`config.mk`:
```
export PLATFORM = sky130hd
export DESIGN_NAME = deser_mode_output_control
export DESIGN_NICKNAME = d
export VERILOG_FILES = /design/src/hw/deser_ctl_pkg.sv /design/src/hw/ctl_glitch_filter.sv /design/src/hw/deser_mode_output_control.sv
export SDC_FILE = /design/constraint.sdc
export NUM_CORES = 1
export LEC_CHECK = 0
export BUFFER_PORTS_ARGS = -buffer_cell sky130_fd_sc_hd__buf_2
export CORE_AREA = 2 2 123 125
export CTS_BUF_LIST = sky130_fd_sc_hd__clkbuf_8
export CTS_CLUSTER_DIAMETER = 60
export DETAILED_ROUTE_END_ITERATION = 12
export DIE_AREA = 0 0 125 127
export PLACE_DENSITY = 0.87
export SETUP_SLACK_MARGIN = 0.15
export SLEW_MARGIN = 40
export SYNTH_ARGS = -nofsm -noshare
export SYNTH_HDL_FRONTEND = slang
export SYNTH_SLANG_ARGS = --single-unit
```
`constraint.sdc`:
```
create_clock -name clk_sys_i -period 6 [get_ports clk_sys_i]
set_input_delay 0.3 -clock clk_sys_i [delete_from_list [all_inputs] [get_ports clk_sys_i]]
set_output_delay 0.3 -clock clk_sys_i [all_outputs]
set_load 0.005 [all_outputs]
```
`src/hw/deser_ctl_pkg.sv`:
```
// Purpose: shared constants and types of the receiver control block
// Assumes: APB with 32-bit data, 20 MHz system clock
// Notes:   register map, field layouts, modes and states
package deser_ctl_pkg;

  // ---------------------------------------------------------------
  // register map
  // ---------------------------------------------------------------
  localparam int          APB_AW         = 8;
  localparam logic [7:0]  ADDR_OVERRIDE  = 8'h00;
  localparam logic [7:0]  ADDR_CONFIG    = 8'h04;
  localparam logic [7:0]  ADDR_STATUS    = 8'h08;
  localparam logic [7:0]  OVERRIDE_KEY   = 8'h01;
  localparam logic [7:0]  OVERRIDE_RST   = 8'h00;

  // ---------------------------------------------------------------
  // modes
  // ---------------------------------------------------------------
  localparam logic [1:0]  MODE_FILT_OFF  = 2'h0;
  localparam logic [1:0]  MODE_FILT_ON   = 2'h1;
  localparam logic [1:0]  MODE_GEN2      = 2'h2;
  localparam logic [1:0]  MODE_GEN1      = 2'h3;

  // ---------------------------------------------------------------
  // timing and sizes
  // ---------------------------------------------------------------
  localparam int          MIN_PULSE      = 3;
  localparam int          LOCK_PIXELS    = 16;
  localparam int          STOP_CYCLES    = 64;
  localparam int          OSC_HALF       = 4;
  localparam int          LANES          = 4;
  localparam int          LANE_BITS      = 7;

  typedef logic [LANES-1:0][LANE_BITS-1:0] lanes_t;

  // config register, bit 0 upward: mode, map, eq, oss, osc
  typedef struct packed {
    logic       osc_out;
    logic       oss;
    logic       equalizer;
    logic       map_msb;
    logic [1:0] mode;
  } cfg_s;
  localparam cfg_s CFG_RST = '0;

  // strap pins
  typedef struct packed {
    logic       out_en;
    logic       oss;
    logic       equalizer;
    logic       map_msb;
    logic [1:0] mode;
  } straps_s;

  // recovered pixel word with its embedded clock bits
  typedef struct packed {
    logic       c1;
    logic       c0;
    logic       data_en;
    logic       hsync;
    logic       vsync;
    logic [7:0] r;
    logic [7:0] g;
    logic [7:0] b;
  } pixel_s;

  // status register, bit 0 upward
  typedef struct packed {
    logic       override;
    logic       equalizer;
    logic [1:0] mode;
    logic       filter_on;
    logic       sleep;
    logic       lock;
  } status_s;

  typedef enum logic [1:0] {ST_OFF, ST_ACQUIRE, ST_LOCKED, ST_SLEEP} state_e;

endpackage

```
`src/hw/ctl_glitch_filter.sv`:
```
// Purpose: glitch filter for one video control signal
// Assumes: step_i is a one-cycle pixel enable
// Notes:   a new level must persist for MIN_PULSE pixels
`timescale 1ns/1ns
module ctl_glitch_filter #(
  parameter int MIN_PULSE = deser_ctl_pkg::MIN_PULSE
) (
  // clock and reset
  input  wire logic clk_sys_i,
  input  wire logic rst_b_i,
  // control
  input  wire logic step_i,
  input  wire logic bypass_i,
  // signal
  input  wire logic level_i,
  output logic      level_o
);

  logic [3:0] run_reg;

  // ---------------------------------------------------------------
  // qualify changes
  // ---------------------------------------------------------------
  always_ff @(posedge clk_sys_i or negedge rst_b_i) begin
    if (!rst_b_i) begin
      run_reg <= 4'h0;
      level_o <= 1'b0;
    end else if (step_i) begin
      if (bypass_i || level_i == level_o) begin
        run_reg <= 4'h0;
        level_o <= level_i;
      end else if (run_reg + 4'h1 >= 4'(MIN_PULSE)) begin
        run_reg <= 4'h0;
        level_o <= level_i;
      end else begin
        run_reg <= run_reg + 4'h1;
      end
    end
  end

endmodule

```
`src/hw/deser_mode_output_control.sv`:
```
// Purpose: mode, filter, mapping, lock and output-state control
// Assumes: link clock and pins are asynchronous to clk_sys_i
// Notes:   registers on APB; output enables are active low
`timescale 1ns/1ns

module deser_mode_output_control #(
  parameter int LOCK_PIXELS = deser_ctl_pkg::LOCK_PIXELS,
  parameter int STOP_CYCLES = deser_ctl_pkg::STOP_CYCLES,
  parameter int OSC_HALF    = deser_ctl_pkg::OSC_HALF
) (
  // clock and reset
  input  wire logic                               clk_sys_i,
  input  wire logic                               rst_b_i,
  // apb slave
  input  wire logic                               psel_i,
  input  wire logic                               penable_i,
  input  wire logic                               pwrite_i,
  input  wire logic [deser_ctl_pkg::APB_AW-1:0]   paddr_i,
  input  wire logic [31:0]                        pwdata_i,
  output logic [31:0]                             prdata_o,
  output logic                                    pready_o,
  output logic                                    pslverr_o,
  // straps and control pins
  input  wire deser_ctl_pkg::straps_s             straps_i,
  input  wire logic                               power_down_n_i,
  // recovered link
  input  wire logic                               link_clk_i,
  input  wire deser_ctl_pkg::pixel_s              pixel_i,
  // display outputs
  output deser_ctl_pkg::lanes_t                   lane_out_o,
  output logic                                    lane_out_oe_n_o,
  output logic                                    clock_out_o,
  output logic                                    clock_out_oe_n_o,
  output logic                                    pass_o,
  output logic                                    pass_oe_n_o,
  // status
  output logic                                    lock_o,
  output logic                                    low_power_o,
  output logic                                    equalizer_on_o
);

  deser_ctl_pkg::straps_s strap_meta_reg;
  deser_ctl_pkg::straps_s strap_reg;
  deser_ctl_pkg::pixel_s  pix_meta_reg;
  deser_ctl_pkg::pixel_s  pix_sync_reg;
  deser_ctl_pkg::pixel_s  pix_reg;
  deser_ctl_pkg::cfg_s    cfg_reg;
  deser_ctl_pkg::cfg_s    eff;
  deser_ctl_pkg::status_s status;
  deser_ctl_pkg::state_e  state_reg;
  deser_ctl_pkg::lanes_t  lane_reg;
  logic [7:0]             override_reg;
  logic                   pwr_meta_reg;
  logic                   pwr_reg;
  logic [2:0]             lclk_reg;
  logic                   step;
  logic                   override;
  logic                   filter_on;
  logic                   frame_ok;
  logic                   stopped;
  logic [7:0]             idle_reg;
  logic [7:0]             lock_cnt_reg;
  logic                   data_en_f;
  logic                   hsync_f;
  logic                   vsync_f;
  logic [3:0]             osc_cnt_reg;
  logic                   osc_reg;
  logic                   src_rec;
  logic                   src_reg;
  logic                   hold_reg;
  logic                   clk_lvl_reg;
  logic                   new_lvl;
  logic                   locked;
  logic                   drive_low;
  logic                   clk_drv;
  logic                   lane_drv;
  logic                   pass_drv;
  logic                   mapped;
  logic [7:0]             map_r;
  logic [7:0]             map_g;
  logic [7:0]             map_b;

  // ---------------------------------------------------------------
  // pin synchronisers
  // ---------------------------------------------------------------
  always_ff @(posedge clk_sys_i or negedge rst_b_i) begin
    if (!rst_b_i) begin
      strap_meta_reg <= '0;
      strap_reg      <= '0;
      pwr_meta_reg   <= 1'b0;
      pwr_reg        <= 1'b0;
      lclk_reg       <= 3'h0;
      pix_meta_reg   <= '0;
      pix_sync_reg   <= '0;
    end else begin
      strap_meta_reg <= straps_i;
      strap_reg      <= strap_meta_reg;
      pwr_meta_reg   <= power_down_n_i;
      pwr_reg        <= pwr_meta_reg;
      lclk_reg       <= {lclk_reg[1:0], link_clk_i};
      pix_meta_reg   <= pixel_i;
      pix_sync_reg   <= pix_meta_reg;
    end
  end

  assign step     = lclk_reg[1] & ~lclk_reg[2];
  assign frame_ok = pix_reg.c1 & ~pix_reg.c0;

  always_ff @(posedge clk_sys_i or negedge rst_b_i) begin
    if (!rst_b_i) begin
      pix_reg <= '0;
    end else if (step) begin
      pix_reg <= pix_sync_reg;
    end
  end

  // ---------------------------------------------------------------
  // registers
  // ---------------------------------------------------------------
  always_ff @(posedge clk_sys_i or negedge rst_b_i) begin
    if (!rst_b_i) begin
      override_reg <= deser_ctl_pkg::OVERRIDE_RST;
      cfg_reg      <= deser_ctl_pkg::CFG_RST;
    end else if (!pwr_reg) begin
      override_reg <= deser_ctl_pkg::OVERRIDE_RST;
      cfg_reg      <= deser_ctl_pkg::CFG_RST;
    end else if (psel_i && penable_i && pwrite_i) begin
      if (paddr_i == deser_ctl_pkg::ADDR_OVERRIDE) begin
        override_reg <= pwdata_i[7:0];
      end
      if (paddr_i == deser_ctl_pkg::ADDR_CONFIG) begin
        cfg_reg <= pwdata_i[$bits(deser_ctl_pkg::cfg_s)-1:0];
      end
    end
  end

  assign override = (override_reg == deser_ctl_pkg::OVERRIDE_KEY);

  always_comb begin
    eff = cfg_reg;
    if (!override) begin
      eff.mode    = strap_reg.mode;
      eff.map_msb = strap_reg.map_msb;
      eff.equalizer = strap_reg.equalizer;
      eff.oss     = strap_reg.oss;
    end
  end

  assign filter_on = (eff.mode == deser_ctl_pkg::MODE_FILT_ON);

  always_comb begin
    status           = '0;
    status.lock      = locked;
    status.sleep     = (state_reg == deser_ctl_pkg::ST_SLEEP);
    status.filter_on = filter_on;
    status.mode      = eff.mode;
    status.equalizer = eff.equalizer;
    status.override  = override;
  end

  // ---------------------------------------------------------------
  // apb read path
  // ---------------------------------------------------------------
  assign mapped = (paddr_i == deser_ctl_pkg::ADDR_OVERRIDE)
                | (paddr_i == deser_ctl_pkg::ADDR_CONFIG)
                | (paddr_i == deser_ctl_pkg::ADDR_STATUS);
  assign pready_o = 1'b1;

  always_ff @(posedge clk_sys_i or negedge rst_b_i) begin
    if (!rst_b_i) begin
      prdata_o  <= 32'h0;
      pslverr_o <= 1'b0;
    end else if (psel_i && !penable_i) begin
      pslverr_o <= ~mapped;
      case (paddr_i)
        deser_ctl_pkg::ADDR_OVERRIDE: prdata_o <= {24'h0, override_reg};
        deser_ctl_pkg::ADDR_CONFIG:   prdata_o <= 32'(cfg_reg);
        deser_ctl_pkg::ADDR_STATUS:   prdata_o <= 32'(status);
        default:                      prdata_o <= 32'h0;
      endcase
    end
  end

  // ---------------------------------------------------------------
  // stream watch and lock
  // ---------------------------------------------------------------
  assign stopped = (idle_reg >= 8'(STOP_CYCLES - 1));
  assign locked  = (state_reg == deser_ctl_pkg::ST_LOCKED);

  always_ff @(posedge clk_sys_i or negedge rst_b_i) begin
    if (!rst_b_i) begin
      idle_reg <= 8'h0;
    end else if (step) begin
      idle_reg <= 8'h0;
    end else if (!stopped) begin
      idle_reg <= idle_reg + 8'h1;
    end
  end

  always_ff @(posedge clk_sys_i or negedge rst_b_i) begin
    if (!rst_b_i) begin
      state_reg    <= deser_ctl_pkg::ST_OFF;
      lock_cnt_reg <= 8'h0;
    end else if (!pwr_reg) begin
      state_reg    <= deser_ctl_pkg::ST_OFF;
      lock_cnt_reg <= 8'h0;
    end else begin
      case (state_reg)
        deser_ctl_pkg::ST_OFF: begin
          state_reg    <= deser_ctl_pkg::ST_ACQUIRE;
          lock_cnt_reg <= 8'h0;
        end
        deser_ctl_pkg::ST_ACQUIRE: begin
          if (stopped) begin
            state_reg <= deser_ctl_pkg::ST_SLEEP;
          end else if (step && !frame_ok) begin
            lock_cnt_reg <= 8'h0;
          end else if (step && lock_cnt_reg >= 8'(LOCK_PIXELS - 1)) begin
            state_reg <= deser_ctl_pkg::ST_LOCKED;
          end else if (step) begin
            lock_cnt_reg <= lock_cnt_reg + 8'h1;
          end
        end
        deser_ctl_pkg::ST_LOCKED: begin
          if (stopped) begin
            state_reg <= deser_ctl_pkg::ST_SLEEP;
          end else if (step && !frame_ok) begin
            state_reg    <= deser_ctl_pkg::ST_ACQUIRE;
            lock_cnt_reg <= 8'h0;
          end
        end
        deser_ctl_pkg::ST_SLEEP: begin
          if (step) begin
            state_reg    <= deser_ctl_pkg::ST_ACQUIRE;
            lock_cnt_reg <= 8'h0;
          end
        end
        default: state_reg <= deser_ctl_pkg::ST_OFF;
      endcase
    end
  end

  // ---------------------------------------------------------------
  // control filters and lane mapping
  // ---------------------------------------------------------------
  ctl_glitch_filter u_data_en (
    .clk_sys_i (clk_sys_i),
    .rst_b_i   (rst_b_i),
    .step_i    (step),
    .bypass_i  (~filter_on),
    .level_i   (pix_sync_reg.data_en),
    .level_o   (data_en_f)
  );
  ctl_glitch_filter u_hsync (
    .clk_sys_i (clk_sys_i),
    .rst_b_i   (rst_b_i),
    .step_i    (step),
    .bypass_i  (~filter_on),
    .level_i   (pix_sync_reg.hsync),
    .level_o   (hsync_f)
  );
  ctl_glitch_filter u_vsync (
    .clk_sys_i (clk_sys_i),
    .rst_b_i   (rst_b_i),
    .step_i    (step),
    .bypass_i  (~filter_on),
    .level_i   (pix_sync_reg.vsync),
    .level_o   (vsync_f)
  );

  function automatic logic [7:0] split(input logic [7:0] c, input logic msb);
    split = msb ? {c[7:6], c[5:0]} : {c[1:0], c[7:2]};
  endfunction

  assign map_r = split(pix_reg.r, eff.map_msb);
  assign map_g = split(pix_reg.g, eff.map_msb);
  assign map_b = split(pix_reg.b, eff.map_msb);

  always_ff @(posedge clk_sys_i or negedge rst_b_i) begin
    if (!rst_b_i) begin
      lane_reg <= '0;
    end else if (step && locked) begin
      lane_reg[0] <= {map_g[0], map_r[5:0]};
      lane_reg[1] <= {map_b[1:0], map_g[5:1]};
      lane_reg[2] <= {data_en_f, vsync_f, hsync_f, map_b[5:2]};
      lane_reg[3] <= {1'b0, map_b[7:6], map_g[7:6], map_r[7:6]};
    end
  end

  // ---------------------------------------------------------------
  // oscillator and clock source switch
  // ---------------------------------------------------------------
  always_ff @(posedge clk_sys_i or negedge rst_b_i) begin
    if (!rst_b_i) begin
      osc_cnt_reg <= 4'h0;
      osc_reg     <= 1'b0;
    end else if (osc_cnt_reg >= 4'(OSC_HALF - 1)) begin
      osc_cnt_reg <= 4'h0;
      osc_reg     <= ~osc_reg;
    end else begin
      osc_cnt_reg <= osc_cnt_reg + 4'h1;
    end
  end

  assign src_rec = locked;
  assign new_lvl = src_rec ? lclk_reg[2] : osc_reg;

  always_ff @(posedge clk_sys_i or negedge rst_b_i) begin
    if (!rst_b_i) begin
      src_reg     <= 1'b0;
      hold_reg    <= 1'b0;
      clk_lvl_reg <= 1'b0;
    end else begin
      src_reg <= src_rec;
      if (src_rec != src_reg) begin
        hold_reg <= 1'b1;
      end else if (new_lvl == clk_lvl_reg) begin
        hold_reg <= 1'b0;
      end
      if (!hold_reg && src_rec == src_reg) begin
        clk_lvl_reg <= new_lvl;
      end
    end
  end

  // ---------------------------------------------------------------
  // output state matrix
  // ---------------------------------------------------------------
  always_comb begin
    drive_low = 1'b0;
    clk_drv   = 1'b0;
    lane_drv  = 1'b0;
    pass_drv  = 1'b0;
    if (!pwr_reg) begin
      pass_drv = 1'b0;
    end else if (locked) begin
      clk_drv  = strap_reg.out_en;
      lane_drv = strap_reg.out_en;
      pass_drv = 1'b1;
    end else if (!eff.oss) begin
      drive_low = 1'b1;
      clk_drv   = 1'b1;
      lane_drv  = 1'b1;
      pass_drv  = 1'b1;
    end else if (strap_reg.out_en) begin
      clk_drv = cfg_reg.osc_out;
    end
  end

  always_ff @(posedge clk_sys_i or negedge rst_b_i) begin
    if (!rst_b_i) begin
      lane_out_o       <= '0;
      lane_out_oe_n_o  <= 1'b1;
      clock_out_o      <= 1'b0;
      clock_out_oe_n_o <= 1'b1;
      pass_o           <= 1'b0;
      pass_oe_n_o      <= 1'b1;
      lock_o           <= 1'b0;
      low_power_o      <= 1'b1;
      equalizer_on_o   <= 1'b0;
    end else begin
      lane_out_o       <= drive_low ? '0 : lane_reg;
      lane_out_oe_n_o  <= ~lane_drv;
      clock_out_o      <= drive_low ? 1'b0 : clk_lvl_reg;
      clock_out_oe_n_o <= ~clk_drv;
      pass_o           <= ~drive_low;
      pass_oe_n_o      <= ~pass_drv;
      lock_o           <= locked;
      low_power_o      <= (state_reg == deser_ctl_pkg::ST_OFF)
                        | (state_reg == deser_ctl_pkg::ST_SLEEP);
      equalizer_on_o   <= eff.equalizer & pwr_reg;
    end
  end

endmodule

```
==> impl_metrics.json <==
{
  "status": "finished clean",
  "rows": 44,
  "final_cycle_utilization_of_the_critical_path_pct": 41.01,
  "yosysUniqueCellTypes": 55,
  "max_stage_delay_ns": 0.63,
  "finalSetupViolations": 0,
  "fillerInstances": 986,
  "routabilityCongestion": 0.8015,
  "synth_ff_type": "dfrtp_1",
  "synth_top_cells_by_area": "dfrtp_1 64%, nand2_1 6.0%, mux2i_1 5.3%",
  "netlist_instances": 700,
  "routedWlPerCell_microns": 14.28,
  "worst_min_delay_path_category": "in -> reg",
  "ir_drop_worst_vdd_uv": 205.1,
  "grt_pass1_vias": 5435,
  "synthesized_flop_and_latch_total": 226,
  "buffer_levels_on_the_longest_clock_path": 3,
  "grt_remaining_overflow": 0,
  "power.share.clock_pct": 35.3,
  "final_hold_viol_count": 0,
  "synth_edf_count": 0,
  "clk_pin_slew_worst_paths_ns": 0.06,
  "final.min_clock_period_ns": 2.461,
  "syn_avg_cell_area_sq_um": 12.33,
  "firstDrtPassIters": 4,
  "pin_count": 152,
  "placement.setup.worst_slack_ns": 3.394,
  "static-leakage-power_nw": 5.176,
  "starting_density_of_the_core_pct": 59.83,
  "flow.area_growth_from_synthesis_pct": 20.39,
  "die_y_microns": 127,
  "grt_util_overall_pct": 20.33,
  "wire_length_of_the_first_global_routing_pass_mm": 26.12,
  "drt_first_iter_violations": 282,
  "fin_skew_ns": 0.01442,
  "setup_slack_ns": 3.539,
  "share_seq_of_total_power_pct": 51.5,
  "dr_total_vias": 5408,
  "antenna-diode-count": 0,
  "path_cells": "ha_1 -> and4_1 -> a211oi_4 -> nand2_1 -> a311oi_2 -> mux2i_1",
  "synth_largest_area_cell": "dfrtp_1",
  "layout-drive-gt1-share_pct": 20.86,
  "antenna_violations_before_repair": 0,
  "worst-r2r-setup-slack_ns": 3.54,
  "wl_mm": 15.29,
  "final.hold.worst_slack_ns": 0.03641,
  "intPower_mw": 2.681,
  "async_flop_share_pct": 100.0,
  "tritoncts_clock_tree": "done",
  "grt_start_max_net_pins": 110,
  "die_area_sq_um": 15880,
  "timing.critical_path.arrival_ns": 2.81,
  "timing.final.max_slew_violations": 0,
  "tritoncts.num_buffers": 36,
  "timing.fmax_mhz": 406.4,
  "netSwitchingPower_mw": 0.9401,
  "die_x_microns": 125,
  "nets": 955,
  "detail_route.vias_per_cell": 5.049,
  "timing.setup.critical_path_class": "reg -> reg",
  "power.density_cell_area_nw_per_um2": 348.6,
  "ys_warns": 0,
  "cts_root_buffer": "clkbuf_8",
  "crit_path_top_delay_cell": "a311oi_2",
  "floorplan.core_area_sq_um": 14420,
  "post-synth-top-area-fraction_pct": 64.38,
  "placement.io_buffers": 101,
  "most_used_standard_cells_in_the_synthesized_netlist": "222 x dfrtp_1, 137 x nand2_1, 46 x mux2i_1",
  "required_ns": 6.35,
  "multi_input_gate_area_sq_um": 2710,
  "worst-slew-pin-transition_ns": 0.7412,
  "setup.worst_path.start_class": "register",
  "syn-cell-area_sq_um": 8630,
  "synth.yosys.seq_area_share_pct": 65.59,
  "setup.worst_path.end_class": "register",
  "slew_headroom_pct": 50.59,
  "clkLatencyLatePin_ns": 0.52,
  "ant_nets_after_route": 0,
  "power.switching_fraction_pct": 25.96,
  "layout.area.seq_sq_um": 5660,
  "combPwrFrac_pct": 13.2,
  "rsz0062_at_grt": "false",
  "detailedPlacementHpwl_mm": 9.482,
  "final.setup.tns_ns": 0,
  "detail_route.drc_violations": 0,
  "cap_viol_max_count": 0,
  "synthMostInstantiatedCell": "dfrtp_1",
  "htree_num_levels": 2,
  "crit_path_max_fanout": 12,
  "clock-sinks": 226
}
-- cells in the final DEF, fill, tap and decap left out, drive strengths merged, types with 4 or more instances in the layout --
| cell type | netlist | routed |
|---|---|---|
| dfrtp | 222 | 222 |
| nor2b | 19 | 19 |
| ha | 12 | 12 |
| xor2 | 9 | 9 |
| o22ai | 6 | 6 |
| mux2i | 48 | 48 |
| and2 | 37 | 37 |
| nand3 | 9 | 9 |
| inv | 15 | 26 |
| dlygate4sd3 | 0 | 38 |
| nand2 | 138 | 138 |
| buf | 31 | 111 |
| clkbuf | 21 | 44 |
| mux2 | 6 | 6 |
| nor4 | 4 | 4 |
| o41ai | 4 | 4 |
| a22o | 6 | 6 |
| a21boi | 8 | 8 |
| dfstp | 4 | 4 |
| nand2b | 5 | 5 |
| o21ai | 34 | 34 |
| conb | 2 | 28 |
| nor2 | 13 | 13 |
| clkinv | 0 | 6 |
| o31ai | 4 | 4 |
| xnor2 | 7 | 7 |
-- path summary, 6_finish.rpt --
| kind | from | end | depth (start not counted) |
|---|---|---|---|
| hold / removal | pwdata_i[6] | override_reg[6]$_DFFE_PN0P_ | 3 |
| hold reg to reg | pix_meta_reg[18]$_DFF_PN0_ | pix_sync_reg[18]$_DFF_PN0_ | 0 |
| setup / recovery | idle_reg[0]$_DFFE_PN0P_ | lock_cnt_reg[0]$_DFFE_PN0P_ | 6 |
| max in group asynchronous | rst_b_i | u_hsync.run_reg[1]$_DFFE_PN0N_ | 4 |
| setup reg to reg | idle_reg[0]$_DFFE_PN0P_ | lock_cnt_reg[0]$_DFFE_PN0P_ | 6 |
| min in group asynchronous | rst_b_i | hold_reg$_DFFE_PN0P_ | 2 |
-- worst max-delay path: cells and delay by family (launching register included) --
family / cells / cell delay, ns
compound gates: 2 / 1.16
fa+ha+maj: 1 / 0.23
flops: 1 / 0.41
mux: 1 / 0.18
simple gates: 2 / 0.32
-- area by class of cell --
| cell class | count | area share (%) |
|---|---|---|
| Inverter | 15 | 0.5420 |
| Tap cell | 184 | 2.216 |
| Sequential cell | 226 | 54.49 |
| Multi-Input combinational cell | 433 | 26.09 |
| Clock buffer | 44 | 5.829 |
| Timing Repair Buffer | 149 | 9.719 |
| Clock inverter | 20 | 1.120 |
-- power groups by stage --
stage | clock network [mW] | logic (mW) | registers (mW)
floorplan | 0 | 0.286 | 1.86
global placement | 0 | 0.434 | 1.88
detailed placement | 0 | 0.458 | 1.89
CTS | 1.31 | 0.481 | 1.86
global route | 1.39 | 0.547 | 1.89
finish | 1.28 | 0.479 | 1.87
-- cells by family (layout without fill, tap and decap cells) --
| kind of cell | after synthesis | count (layout) | share of synthesized area [%] |
|---|---|---|---|
| other | 2 | 28 | 0.08703 |
| muxes | 54 | 54 | 6.640 |
| xor gates and xnor gates | 16 | 16 | 1.624 |
| buffers and inverters | 67 | 228 | 4.364 |
| and+or+nand+nor | 243 | 243 | 13.77 |
| DFF | 226 | 226 | 65.59 |
| adders and majority gates | 12 | 12 | 1.740 |
| AOI/OAI and AO/OA | 80 | 80 | 6.177 |
-- metrics by stage --
step	power, mW	std cells	area (sq um)	util (%)
floorplan	2.150	726	8727	-
global placement	2.313	964	9193	63.73
detailed placement	2.348	968	9243	64.08
CTS	3.659	1070	10340	71.72
global route	3.830	1071	10390	72.02
finish	3.622	1071	10390	72.02
-- routing by layer --
metal  global-route usage, %  vias up  wire length (microns)
met5                       0        -                      0
met4                   8.301        0                    308
met3                   3.936       22                    748
met2                   31.68      159                   7345
met1                   28.75     2628                   6892
li1                        -     2599                      -
-- timing repair --
item	CTS	global route
resized for setup	0	0
endpoints found under the hold margin	140	0
hold buffers	38	0
buffers inserted	0	0
Power figures use the tool's default switching activity.
